**config.mk**
```make
export PLATFORM = sky130hd
export DESIGN_NAME = clc_loop_cfg
export DESIGN_NICKNAME = d
export VERILOG_FILES = /design/src/clc_pkg.sv /design/src/clc_field_reg.sv /design/src/clc_loop_cfg.sv
export VERILOG_INCLUDE_DIRS = /design/src
export SDC_FILE = /design/constraint.sdc
export NUM_CORES = 1
export LEC_CHECK = 0
export BUFFER_PORTS_ARGS = -buffer_cell sky130_fd_sc_hd__buf_2
export CAP_MARGIN = 30
export CELL_PAD_IN_SITES_DETAIL_PLACEMENT = 1
export CELL_PAD_IN_SITES_GLOBAL_PLACEMENT = 1
export CORE_MARGIN = 2
export CORE_UTILIZATION = 34
export DETAILED_ROUTE_END_ITERATION = 16
export GPL_ROUTABILITY_DRIVEN = 0
export HOLD_SLACK_MARGIN = 0.12
export PLACE_DENSITY = 0.84
export SLEW_MARGIN = 20
export SYNTH_ARGS = -nofsm -noshare
export SYNTH_HDL_FRONTEND = slang
export SYNTH_SLANG_ARGS = --single-unit
```
**constraint.sdc**
```tcl
create_clock -name clk -period 1.2 [get_ports clk]
set_input_delay 0.12 -clock clk [delete_from_list [all_inputs] [get_ports clk]]
set_output_delay 0.12 -clock clk [all_outputs]
set_load 0.05 [all_outputs]
```
**src/clc_map.svh**
```systemverilog
// Command codes, field positions, reset values and read value of the loop configuration bank
`ifndef CLC_MAP_SVH
`define CLC_MAP_SVH

// Command codes of the three registers
`define CLC_ADDR_RAMP_FREQ      8'hD3
`define CLC_ADDR_OFFSET         8'hD4
`define CLC_ADDR_LOCKOUT        8'hD6

// Field positions in the ramp and frequency register
`define CLC_RAMP_INJ_BIT        7
`define CLC_RAMP_RES_HI         5
`define CLC_RAMP_RES_LO         4
`define CLC_FREQ_HI             2
`define CLC_FREQ_LO             0

// Field positions in the offset register
`define CLC_OFS_SCHEME_BIT      7
`define CLC_OFS_STEP_HI         6
`define CLC_OFS_STEP_LO         5

// Field positions in the lockout register
`define CLC_UVLO_HI             2
`define CLC_UVLO_LO             0

// Reset values
`define CLC_RST_RAMP_INJ        1'h0
`define CLC_RST_RAMP_RES        2'h0
`define CLC_RST_FREQ            3'h3
`define CLC_RST_OFS_SCHEME      1'h1
`define CLC_RST_OFS_STEP        2'h0
`define CLC_RST_UVLO            3'h5

// Read value of reserved bits and of unmapped codes
`define CLC_READ_ZERO           8'h00

`endif

```
**src/clc_pkg.sv**
```systemverilog
// Types shared by the loop configuration bank
package clc_pkg;

  // Levels sampled from the strap pins
  typedef struct packed {
    logic       ramp_injection_enable;
    logic [1:0] ramp_resistor_select;
  } clc_strap_t;

  // Static select codes handed to the analog loop
  typedef struct packed {
    logic       ramp_injection_enable;
    logic [1:0] ramp_resistor_select;
    logic [2:0] switching_freq_code;
    logic       offset_scheme_select;
    logic [1:0] offset_correction_step;
    logic [2:0] bias_lockout_threshold_code;
  } clc_analog_t;

  // Strap capture sequence after reset release
  typedef enum logic [1:0] {
    CLC_SETTLE_A = 2'b00,
    CLC_SETTLE_B = 2'b01,
    CLC_LOAD     = 2'b10,
    CLC_RUN      = 2'b11
  } clc_state_t;

endpackage : clc_pkg

```
**src/clc_field_reg.sv**
```systemverilog
// One writable configuration field with an optional strap load
`timescale 1ns/100ps
module clc_field_reg #(
  parameter int             WIDTH = 1,
  parameter logic [WIDTH-1:0] RESET = '0
) (
  input  wire logic             clk,
  input  wire logic             rst_n,
  input  wire logic             wr_en,
  input  wire logic [WIDTH-1:0] wr_data,
  input  wire logic             load_en,
  input  wire logic [WIDTH-1:0] load_data,
  output logic      [WIDTH-1:0] q
);

  logic [WIDTH-1:0] next_q;

  // Strap load and host write never meet, the top keeps writes out until loading is over
  always_comb begin
    next_q = q;
    if (load_en) begin
      next_q = load_data;
    end else if (wr_en) begin
      next_q = wr_data;
    end
  end

  always_ff @(posedge clk) begin
    if (!rst_n) begin
      q <= RESET;
    end else begin
      q <= next_q;
    end
  end

  a_field_write_lands: assert property (@(posedge clk) disable iff (!rst_n)
    wr_en && !load_en |=> q == $past(wr_data))
    else $error("field did not take written value");

  a_field_holds: assert property (@(posedge clk) disable iff (!rst_n)
    !wr_en && !load_en |=> $stable(q))
    else $error("field changed without write or load");

endmodule : clc_field_reg

```
**src/clc_loop_cfg.sv**
```systemverilog
// Loop configuration register bank: ramp, frequency, offset and bias lockout settings
//
// How it works
// - Ramp injection bit loads from strap, writable
// - Ramp resistor select loads from strap, writable
// - Frequency code writable, resets to three
// - Offset scheme bit writable, resets to automatic
// - Offset step applies only in manual scheme
// - Lockout threshold code writable, resets to five
`timescale 1ns/100ps
`include "clc_map.svh"
module clc_loop_cfg
  import clc_pkg::*;
(
  input  wire logic        clk,
  input  wire logic        rst_n,
  input  wire clc_strap_t  strap_pin,
  input  wire logic [7:0]  cmd_code,
  input  wire logic        wr_en,
  input  wire logic [7:0]  wr_data,
  input  wire logic        rd_en,
  output logic      [7:0]  rd_data,
  output logic             rd_valid,
  output logic             cmd_hit,
  output logic             strap_done,
  output clc_analog_t      analog_out
);

  clc_strap_t  strap_sync1;
  clc_strap_t  strap_sync2;
  clc_state_t  state;
  clc_state_t  next_state;
  logic        next_strap_done;
  logic        load_en;
  logic        wr_ok;
  logic        hit_ramp;
  logic        hit_ofs;
  logic        hit_uvlo;
  logic [7:0]  reg_ramp;
  logic [7:0]  reg_ofs;
  logic [7:0]  reg_uvlo;
  logic [7:0]  next_rd_data;
  logic        next_rd_valid;
  logic        next_cmd_hit;
  clc_analog_t next_analog;
  logic        f_ramp_inj;
  logic [1:0]  f_ramp_res;
  logic [2:0]  f_freq;
  logic        f_ofs_scheme;
  logic [1:0]  f_ofs_step;
  logic [2:0]  f_uvlo;

  // Strap pins come from outside the clock domain, two flops before anything reads them
  always_ff @(posedge clk) begin
    if (!rst_n) begin
      strap_sync1 <= '0;
      strap_sync2 <= '0;
    end else begin
      strap_sync1 <= strap_pin;
      strap_sync2 <= strap_sync1;
    end
  end

  // Wait for the synchroniser to fill after release, then load the straps once
  always_comb begin
    next_state      = state;
    next_strap_done = strap_done;
    case (state)
      CLC_SETTLE_A: begin
        next_state = CLC_SETTLE_B;
      end
      CLC_SETTLE_B: begin
        next_state = CLC_LOAD;
      end
      CLC_LOAD: begin
        next_state      = CLC_RUN;
        next_strap_done = 1'b1;
      end
      CLC_RUN: begin
        next_state = CLC_RUN;
      end
      default: begin
        next_state = CLC_SETTLE_A;
      end
    endcase
  end

  always_ff @(posedge clk) begin
    if (!rst_n) begin
      state      <= CLC_SETTLE_A;
      strap_done <= 1'b0;
    end else begin
      state      <= next_state;
      strap_done <= next_strap_done;
    end
  end

  assign load_en = (state == CLC_LOAD);
  // Writes before the straps land would be lost, so they are refused until then
  assign wr_ok   = wr_en && (state == CLC_RUN);

  // Command decode
  always_comb begin
    hit_ramp = 1'b0;
    hit_ofs  = 1'b0;
    hit_uvlo = 1'b0;
    if (cmd_code == `CLC_ADDR_RAMP_FREQ) begin
      hit_ramp = 1'b1;
    end else if (cmd_code == `CLC_ADDR_OFFSET) begin
      hit_ofs = 1'b1;
    end else if (cmd_code == `CLC_ADDR_LOCKOUT) begin
      hit_uvlo = 1'b1;
    end
  end

  // Ramp injection enable, strap loaded
  clc_field_reg #(.WIDTH(1), .RESET(`CLC_RST_RAMP_INJ)) u_ramp_inj (
    .clk       (clk),
    .rst_n     (rst_n),
    .wr_en     (wr_ok && hit_ramp),
    .wr_data   (wr_data[`CLC_RAMP_INJ_BIT]),
    .load_en   (load_en),
    .load_data (strap_sync2.ramp_injection_enable),
    .q         (f_ramp_inj)
  );

  // Ramp resistor select, strap loaded
  clc_field_reg #(.WIDTH(2), .RESET(`CLC_RST_RAMP_RES)) u_ramp_res (
    .clk       (clk),
    .rst_n     (rst_n),
    .wr_en     (wr_ok && hit_ramp),
    .wr_data   (wr_data[`CLC_RAMP_RES_HI:`CLC_RAMP_RES_LO]),
    .load_en   (load_en),
    .load_data (strap_sync2.ramp_resistor_select),
    .q         (f_ramp_res)
  );

  // Switching frequency code
  clc_field_reg #(.WIDTH(3), .RESET(`CLC_RST_FREQ)) u_freq (
    .clk       (clk),
    .rst_n     (rst_n),
    .wr_en     (wr_ok && hit_ramp),
    .wr_data   (wr_data[`CLC_FREQ_HI:`CLC_FREQ_LO]),
    .load_en   (1'b0),
    .load_data (3'h0),
    .q         (f_freq)
  );

  // Offset scheme select
  clc_field_reg #(.WIDTH(1), .RESET(`CLC_RST_OFS_SCHEME)) u_ofs_scheme (
    .clk       (clk),
    .rst_n     (rst_n),
    .wr_en     (wr_ok && hit_ofs),
    .wr_data   (wr_data[`CLC_OFS_SCHEME_BIT]),
    .load_en   (1'b0),
    .load_data (1'h0),
    .q         (f_ofs_scheme)
  );

  // Offset correction step
  clc_field_reg #(.WIDTH(2), .RESET(`CLC_RST_OFS_STEP)) u_ofs_step (
    .clk       (clk),
    .rst_n     (rst_n),
    .wr_en     (wr_ok && hit_ofs),
    .wr_data   (wr_data[`CLC_OFS_STEP_HI:`CLC_OFS_STEP_LO]),
    .load_en   (1'b0),
    .load_data (2'h0),
    .q         (f_ofs_step)
  );

  // Bias lockout threshold code
  clc_field_reg #(.WIDTH(3), .RESET(`CLC_RST_UVLO)) u_uvlo (
    .clk       (clk),
    .rst_n     (rst_n),
    .wr_en     (wr_ok && hit_uvlo),
    .wr_data   (wr_data[`CLC_UVLO_HI:`CLC_UVLO_LO]),
    .load_en   (1'b0),
    .load_data (3'h0),
    .q         (f_uvlo)
  );

  // Read images, reserved bits tied low and never stored
  always_comb begin
    reg_ramp = `CLC_READ_ZERO;
    reg_ofs  = `CLC_READ_ZERO;
    reg_uvlo = `CLC_READ_ZERO;
    reg_ramp[`CLC_RAMP_INJ_BIT]                 = f_ramp_inj;
    reg_ramp[`CLC_RAMP_RES_HI:`CLC_RAMP_RES_LO] = f_ramp_res;
    reg_ramp[`CLC_FREQ_HI:`CLC_FREQ_LO]         = f_freq;
    reg_ofs[`CLC_OFS_SCHEME_BIT]                = f_ofs_scheme;
    reg_ofs[`CLC_OFS_STEP_HI:`CLC_OFS_STEP_LO]  = f_ofs_step;
    reg_uvlo[`CLC_UVLO_HI:`CLC_UVLO_LO]         = f_uvlo;
  end

  // Read answer one cycle after the strobe; unmapped codes answer zero with no hit
  always_comb begin
    next_rd_data  = rd_data;
    next_rd_valid = rd_en;
    next_cmd_hit  = cmd_hit;
    if (rd_en) begin
      next_rd_data = `CLC_READ_ZERO;
      next_cmd_hit = hit_ramp || hit_ofs || hit_uvlo;
      if (hit_ramp) begin
        next_rd_data = reg_ramp;
      end else if (hit_ofs) begin
        next_rd_data = reg_ofs;
      end else if (hit_uvlo) begin
        next_rd_data = reg_uvlo;
      end
    end else if (wr_en) begin
      next_cmd_hit = hit_ramp || hit_ofs || hit_uvlo;
    end
  end

  always_ff @(posedge clk) begin
    if (!rst_n) begin
      rd_data  <= `CLC_READ_ZERO;
      rd_valid <= 1'b0;
      cmd_hit  <= 1'b0;
    end else begin
      rd_data  <= next_rd_data;
      rd_valid <= next_rd_valid;
      cmd_hit  <= next_cmd_hit;
    end
  end

  // Select codes to the analog side; the step is forced to zero under the automatic scheme
  always_comb begin
    next_analog.ramp_injection_enable       = f_ramp_inj;
    next_analog.ramp_resistor_select        = f_ramp_res;
    next_analog.switching_freq_code         = f_freq;
    next_analog.offset_scheme_select        = f_ofs_scheme;
    next_analog.offset_correction_step      = f_ofs_scheme ? 2'h0 : f_ofs_step;
    next_analog.bias_lockout_threshold_code = f_uvlo;
  end

  // A register stage keeps glitches of the decode off the analog selects
  always_ff @(posedge clk) begin
    if (!rst_n) begin
      analog_out <= {`CLC_RST_RAMP_INJ, `CLC_RST_RAMP_RES, `CLC_RST_FREQ,
                     `CLC_RST_OFS_SCHEME, `CLC_RST_OFS_STEP, `CLC_RST_UVLO};
    end else begin
      analog_out <= next_analog;
    end
  end

  a_strap_loads: assert property (@(posedge clk) disable iff (!rst_n)
    state == CLC_LOAD |=> f_ramp_inj == $past(strap_sync2.ramp_injection_enable)
      && f_ramp_res == $past(strap_sync2.ramp_resistor_select) && strap_done)
    else $error("strap values not loaded");

  a_ramp_write: assert property (@(posedge clk) disable iff (!rst_n)
    wr_en && state == CLC_RUN && cmd_code == 8'hD3 |=> ##1
      analog_out.ramp_injection_enable == $past(wr_data[7], 2)
      && analog_out.ramp_resistor_select == $past(wr_data[5:4], 2))
    else $error("ramp write did not reach analog selects");

  a_freq_reset: assert property (@(posedge clk)
    !rst_n |=> f_freq == 3'h3 && f_uvlo == 3'h5 && f_ofs_scheme == 1'b1
      && f_ofs_step == 2'h0)
    else $error("reset values wrong");

  a_ofs_scheme_write: assert property (@(posedge clk) disable iff (!rst_n)
    wr_en && state == CLC_RUN && cmd_code == 8'hD4 |=> f_ofs_scheme == $past(wr_data[7]))
    else $error("offset scheme write lost");

  a_ofs_gated: assert property (@(posedge clk) disable iff (!rst_n)
    ##1 analog_out.offset_correction_step == ($past(f_ofs_scheme) ? 2'h0 : $past(f_ofs_step)))
    else $error("offset step not gated by scheme");

  // Write, one idle edge with no other write, then the read; the host paces accesses this way
  a_uvlo_write: assert property (@(posedge clk) disable iff (!rst_n)
    wr_en && state == CLC_RUN && cmd_code == 8'hD6 ##1 !wr_en
      ##1 rd_en && cmd_code == 8'hD6
      |=> rd_valid && rd_data == {5'h00, $past(wr_data[2:0], 3)})
    else $error("lockout code readback wrong");

  // Reserved bits are checked against the code that was actually read
  a_reserved_zero: assert property (@(posedge clk) disable iff (!rst_n)
    rd_valid |-> ($past(cmd_code) != 8'hD3 || (rd_data & 8'h48) == 8'h00)
      && ($past(cmd_code) != 8'hD4 || (rd_data & 8'h1F) == 8'h00)
      && ($past(cmd_code) != 8'hD6 || (rd_data & 8'hF8) == 8'h00)
      && (cmd_hit || rd_data == 8'h00))
    else $error("reserved bits read nonzero");

  a_early_write_refused: assert property (@(posedge clk) disable iff (!rst_n)
    state != CLC_RUN && state != CLC_LOAD |=> $stable(f_freq) && $stable(f_uvlo))
    else $error("write taken before strap load");

endmodule : clc_loop_cfg

```
== Yosys cells after proc, flatten, opt, wreduce, memory -nomap -nowiden ==
Cells that the tools add are included.

* Bitwise gates (word level): 1
* Equal/unequal tests: 6
* Reductions and logical operators: 11
* Mux-type cells: 16

{| class="wikitable"
|+ Operator list
! operator !! count
|-
| == test 8 bit, second input constant || 3
|-
| two-way mux 8 bit || 2
|-
| two-way mux 1 bit || 10
|-
| case mux 2 bit (3 select lines) || 1
|-
| == test 2 bit, second input constant || 2
|-
| logical AND 1 bit || 4
|-
| two-way mux 2 bit || 2
|-
| nonzero test 2 bit || 2
|-
| OR reduction 2 bit || 2
|-
| two-way mux 3 bit || 1
|-
| == test 2 x 1 -> 1 bit, second input constant || 1
|-
| logical NOT 2 bit || 1
|-
| logical OR 1 bit || 2
|-
| NOT 1 bit || 1
|}

* Register bits after elaboration: 43
* Output and inout bits: 23

== Longest topological paths before layout ==
* Depth after elaboration: 7
* Depth in mapped cells: 4

== Hierarchy ==
A second synthesis with hierarchy kept.

* Cell total of the unflattened synthesis: 156
* Area, all modules: 1614.0 um2

{| class="wikitable"
|+ By module, submodules not included
! module !! area each (um2) !! times used !! cells each
|-
| clc_loop_cfg || 1047.3 || 1 || 105
|-
| clc_field_reg at u_freq ... || 140.1 || 2 || 13
|-
| clc_field_reg at u_ofs_step ... || 95.1 || 2 || 8
|-
| clc_field_reg at u_ofs_scheme || 48.8 || 1 || 5
|-
| clc_field_reg at u_ramp_inj || 47.5 || 1 || 4
|}

== Least setup slack after synthesis ==
No wires, ideal clock.

* Path kind: register -> register
* Start point: register state[1]
* End point: register u_freq.q[2]
* Required time: 1085 ps
* Stages on the path, launching flop included: 4
* Buffers on the path: 0
* Slack: -46 ps
* Data arrival time: 1131 ps
* Path through: dfxtp_1 nand4_1 o31a_1 o21a_1

* Cells in the longest elaborated chain, start to end: 3

{| class="wikitable"
|+ RTL lines
! item !! RTL line !! text
|-
| start, declared || clc_loop_cfg.sv:31 || <nowiki>clc_state_t state;</nowiki>
|-
| start signal, assigned || clc_loop_cfg.sv:93 || <nowiki>state <= next_state;</nowiki>
|-
| == test 2 bit || clc_loop_cfg.sv:100 || <nowiki>assign wr_ok = wr_en && (state == CLC_RUN);</nowiki>
|-
| logical AND 1 bit || clc_loop_cfg.sv:100 ||
|-
| logical AND 1 bit || clc_loop_cfg.sv:142 || <nowiki>.wr_en (wr_ok && hit_ramp),</nowiki>
|-
| end signal, assigned || clc_field_reg.sv:32 || <nowiki>q <= next_q;</nowiki>
|-
| end, declared || clc_field_reg.sv:13 || <nowiki>output logic [WIDTH-1:0] q</nowiki>
|}

Every way passes these cells.
A chain may end at the register's enable or synchronous reset.

== Worst setup path after layout ==
* Start point: register state[0]
* End point: register u_ramp_inj.q

* Cells in the longest elaborated chain, start to end: 4
* Elaborated cells between the ends (all ways): 6

{| class="wikitable"
|+ RTL lines
! item !! RTL line !! text
|-
| == test 2 bit || clc_loop_cfg.sv:100 ||
|-
| logical AND 1 bit || clc_loop_cfg.sv:100 ||
|-
| logical AND 1 bit || clc_loop_cfg.sv:120 || <nowiki>.wr_en (wr_ok && hit_ramp),</nowiki>
|-
| nonzero test 2 bit (no source line) || n/a ||
|-
| end signal, assigned || clc_field_reg.sv:32 ||
|-
| end, declared || clc_field_reg.sv:13 ||
|}

Several ways; a longest one is shown, not always the timed one.

==> impl_metrics.py <==
metrics = {
    "status": {
        "status": "finished with violations",
        "violations": "negative setup slack",
    },
    "cells_and_area": {
        "final-seq-area_um2": 848.3,
        "mostFrequentLayoutCells": "buf_2 (43), dfxtp_1 (40), buf_4 (15)",
        "final_nets": 253,
        "multi_input_area_um2": 734.5,
        "n_antenna_cell": 0,
        "area_delta_synth_final_pct": 37.43,
        "final_common_cell": "buf_2",
        "final_core_util_pct": 49.43,
        "drive_above_1_share_pct": 33.33,
        "nFillCells": 539,
    },
    "setup_path": {
        "crit_arrival_ns": 1.48,
        "end_kind": "register",
        "critPathMaxFanout": 7,
        "timing_worst_setup_path_type": "reg -> reg",
        "critPathRequiredTime_ns": 1.36,
        "r2r_setup_slack_ns": -0.12,
        "worst_setup_path_start_kind": "register",
    },
    "floorplan": {
        "ios": 46,
        "fp.dieArea_um2": 5232,
        "coreArea_um2": 4414,
        "die_w_um": 72.34,
        "rows": 24,
        "die_h_um": 72.34,
        "initial_utilization_pct": 35.97,
    },
    "synthesis": {
        "synth_top_family_by_area": "simple AND/OR/NAND/NOR gates",
        "syn_area_um2": 1588,
        "synthesis.nets": 189,
        "synth_edf_count": 0,
        "ys_top_cells_by_area": "dfxtp_1 (53%), and2_1 (5.5%), a31oi_1 (4.7%), nand3_1 (3.8%), nand2b_1 (2.8%)",
        "yosysSeqAreaShare_pct": 52.96,
        "ys_ff_latch": 42,
        "synthAdderAreaFrac_pct": 0,
        "syn_inst": 166,
        "synthSimpleGateAreaFrac_pct": 26.87,
        "synth_xor_area_share_pct": 0,
        "synth_warnings": 0,
        "yosys.area.top_type_share_pct": 52.96,
        "yosysUniqueCellTypes": 32,
        "synth.avg_cell_area_um2": 9.565,
        "synth-compound-area-share_pct": 14.11,
        "synth_area_leader_cell": "dfxtp_1",
        "synthArstFlopShare_pct": 0,
        "synth_top_flop_cell": "dfxtp_1",
        "synth.area.mux_share_pct": 1.891,
    },
    "sta": {
        "fmax_ghz": 0.7582,
        "setup_slack_ns": -0.1190,
        "finalSetupViolCount": 2,
        "setup_tns_ns": -0.1830,
        "hold_violations": 0,
        "drv_slew": 0,
        "layout_min_cycle_time_ns": 1.319,
        "post-route-period-util_pct": 109.9,
        "grt_setup_unrepaired": "true",
        "finalClockSkew_ns": 0.004313,
    },
    "power_and_ir_drop": {
        "power_frac_comb_pct": 12.3,
        "switching_share_pct": 25.58,
        "power.internal_mw": 2.025,
        "pwr-share-seq_pct": 53.6,
        "leakage_nw": 0.8758,
        "peakVddDrop_v": 0.0005043,
        "p_per_area_nw_per_um2": 1247,
        "p_clk_share_pct": 34.1,
        "p_switching_mw": 0.6963,
    },
    "global_routing": {
        "grt_usage_pct": 18.25,
        "grt_remaining_overflow": 0,
        "grt_pass1_wl_um": 7189,
        "grt_antenna_before_repair": 0,
        "grt_pass1_vias": 1528,
        "grt_max_degree": 26,
    },
    "drt": {
        "drtIter0Drc": 62,
        "finalWirelength_um": 4537,
        "drcViolationCount": 0,
        "num_vias": 1513,
        "ant_nets": 0,
        "routedWlPerCell_um": 16.03,
        "first_pass_iters": 4,
        "vias_per_cell": 5.346,
    },
    "clock_network": {
        "htreeDepth": 2,
        "cts_tree": "built",
        "clockBufferDepth": 2,
        "cts-root-buf": "clkbuf_8",
        "clock_latency_ns": 0.29,
        "clkSlewWorstSetupHoldPaths_ns": 0.07,
        "clock_sinks": 42,
        "numCtsBuffers": 5,
    },
    "min_path": {
        "hold_path_class": "in -> reg",
    },
    "run": {
        "maxCapViolCount": 0,
    },
    "placement": {
        "portBuffers": 43,
        "hpwl_um": 3024,
    },
}
-- cells in the mapped netlist (all sizes together) (3+ instances only) --
| cell | n |
|---|---|
| nand2 | 4 |
| dfxtp | 42 |
| inv | 4 |
| clkbuf | 8 |
| a31oi | 12 |
| nand2b | 7 |
| buf | 3 |
| a21oi | 7 |
| nor2 | 5 |
| nor4 | 5 |
| nand4 | 7 |
| o31ai | 5 |
| mux2i | 3 |
| and2 | 14 |
| nand3 | 12 |
| nor4bb | 3 |
| o21ai | 12 |
-- worst paths after layout --
kind / from / to / cells after the start
worst max-delay path: state[0] / u_ramp_inj.q / 4
worst min-delay path: cmd_code[1] / cmd_hit / 3
worst min register to register: strap_sync1[2] / strap_sync2[2] / 1
worst max register to register: state[0] / u_ramp_inj.q / 4
-- routing by layer --
metal  track usage (%)  vias to the layer above  share of wire [%]
met2             32.01                       46                 51
met3             4.444                       10                5.2
met1             20.62                      728                 41
li1                  -                      729                  -
met4             8.805                        0                2.7
met5                 0                        -                  0
-- timing repair --
action	4_1_cts	5_1_grt
endpoints found under the setup margin	7	12
endpoints found under the hold margin	12	0
gates resized for setup	4	7
pin swaps	6	6
setup buffers	2	0
hold buffers	10	0
-- registers in the layout (all words and copies together) (netlist names) --
signal,flops
u_ramp_res.q,2
state,2
strap_sync2,3
strap_sync1,3
u_ofs_step.q,2
u_ramp_inj.q,1
rd_data,7
u_ofs_scheme.q,1
cmd_hit,1
rd_valid,1
u_uvlo.q,3
strap_done,1
analog_out,12
u_freq.q,3
-- cell families after synthesis --
| group | after synthesis |
|---|---|
| AO/OA/AOI/OAI | 38 |
| buffers and inverters | 15 |
| flip-flops | 42 |
| multiplexers | 3 |
| other | 1 |
| AND/OR/NAND/NOR | 67 |
-- critical path, cell delays in order, from the launching register on --
cell and delay, ns:
dfxtp_4 0.36, buf_4 0.14, nand2b_1 0.26, o21ai_0 0.35, a31oi_1 0.09
-- power by group through the flow --
stage	registers (mW)	logic, mW	clock network [mW]
after global routing	1.46	0.364	1.01
final	1.46	0.335	0.928
after global placement	1.49	0.276	0
after CTS	1.46	0.323	0.941
after detailed placement	1.49	0.282	0
after floorplan	1.55	0.106	0
-- final cells by class --
| type | instances | area share (%) |
|---|---|---|
| clock buffers | 7 | 3.956 |
| well taps | 52 | 2.982 |
| clock inverters | 1 | 0.2294 |
| flip-flops and latches | 42 | 38.88 |
| multi-input cells | 109 | 33.66 |
| repair buffers | 68 | 19.61 |
| inverters | 4 | 0.6881 |
-- stage by stage --
step / total power, mW / setup slack [ns] / hold WS [ns] / cell area [um^2] / instances
3_5_place_dp: 1.776 / -0.09698 / 0.3314 / 1921 / 263
4_1_cts: 2.721 / -0.003359 / 0.1217 / 2142 / 283
3_3_place_gp: 1.767 / -0.08204 / 0.3263 / 1921 / 263
6_report: 2.722 / -0.1190 / 0.1224 / 2182 / 283
5_1_grt: 2.835 / -0.1536 / 0.1576 / 2182 / 283
2_1_floorplan: 1.657 / -0.001733 / 0.1931 / 1590 / 166
(Power assumes the default switching activity.)
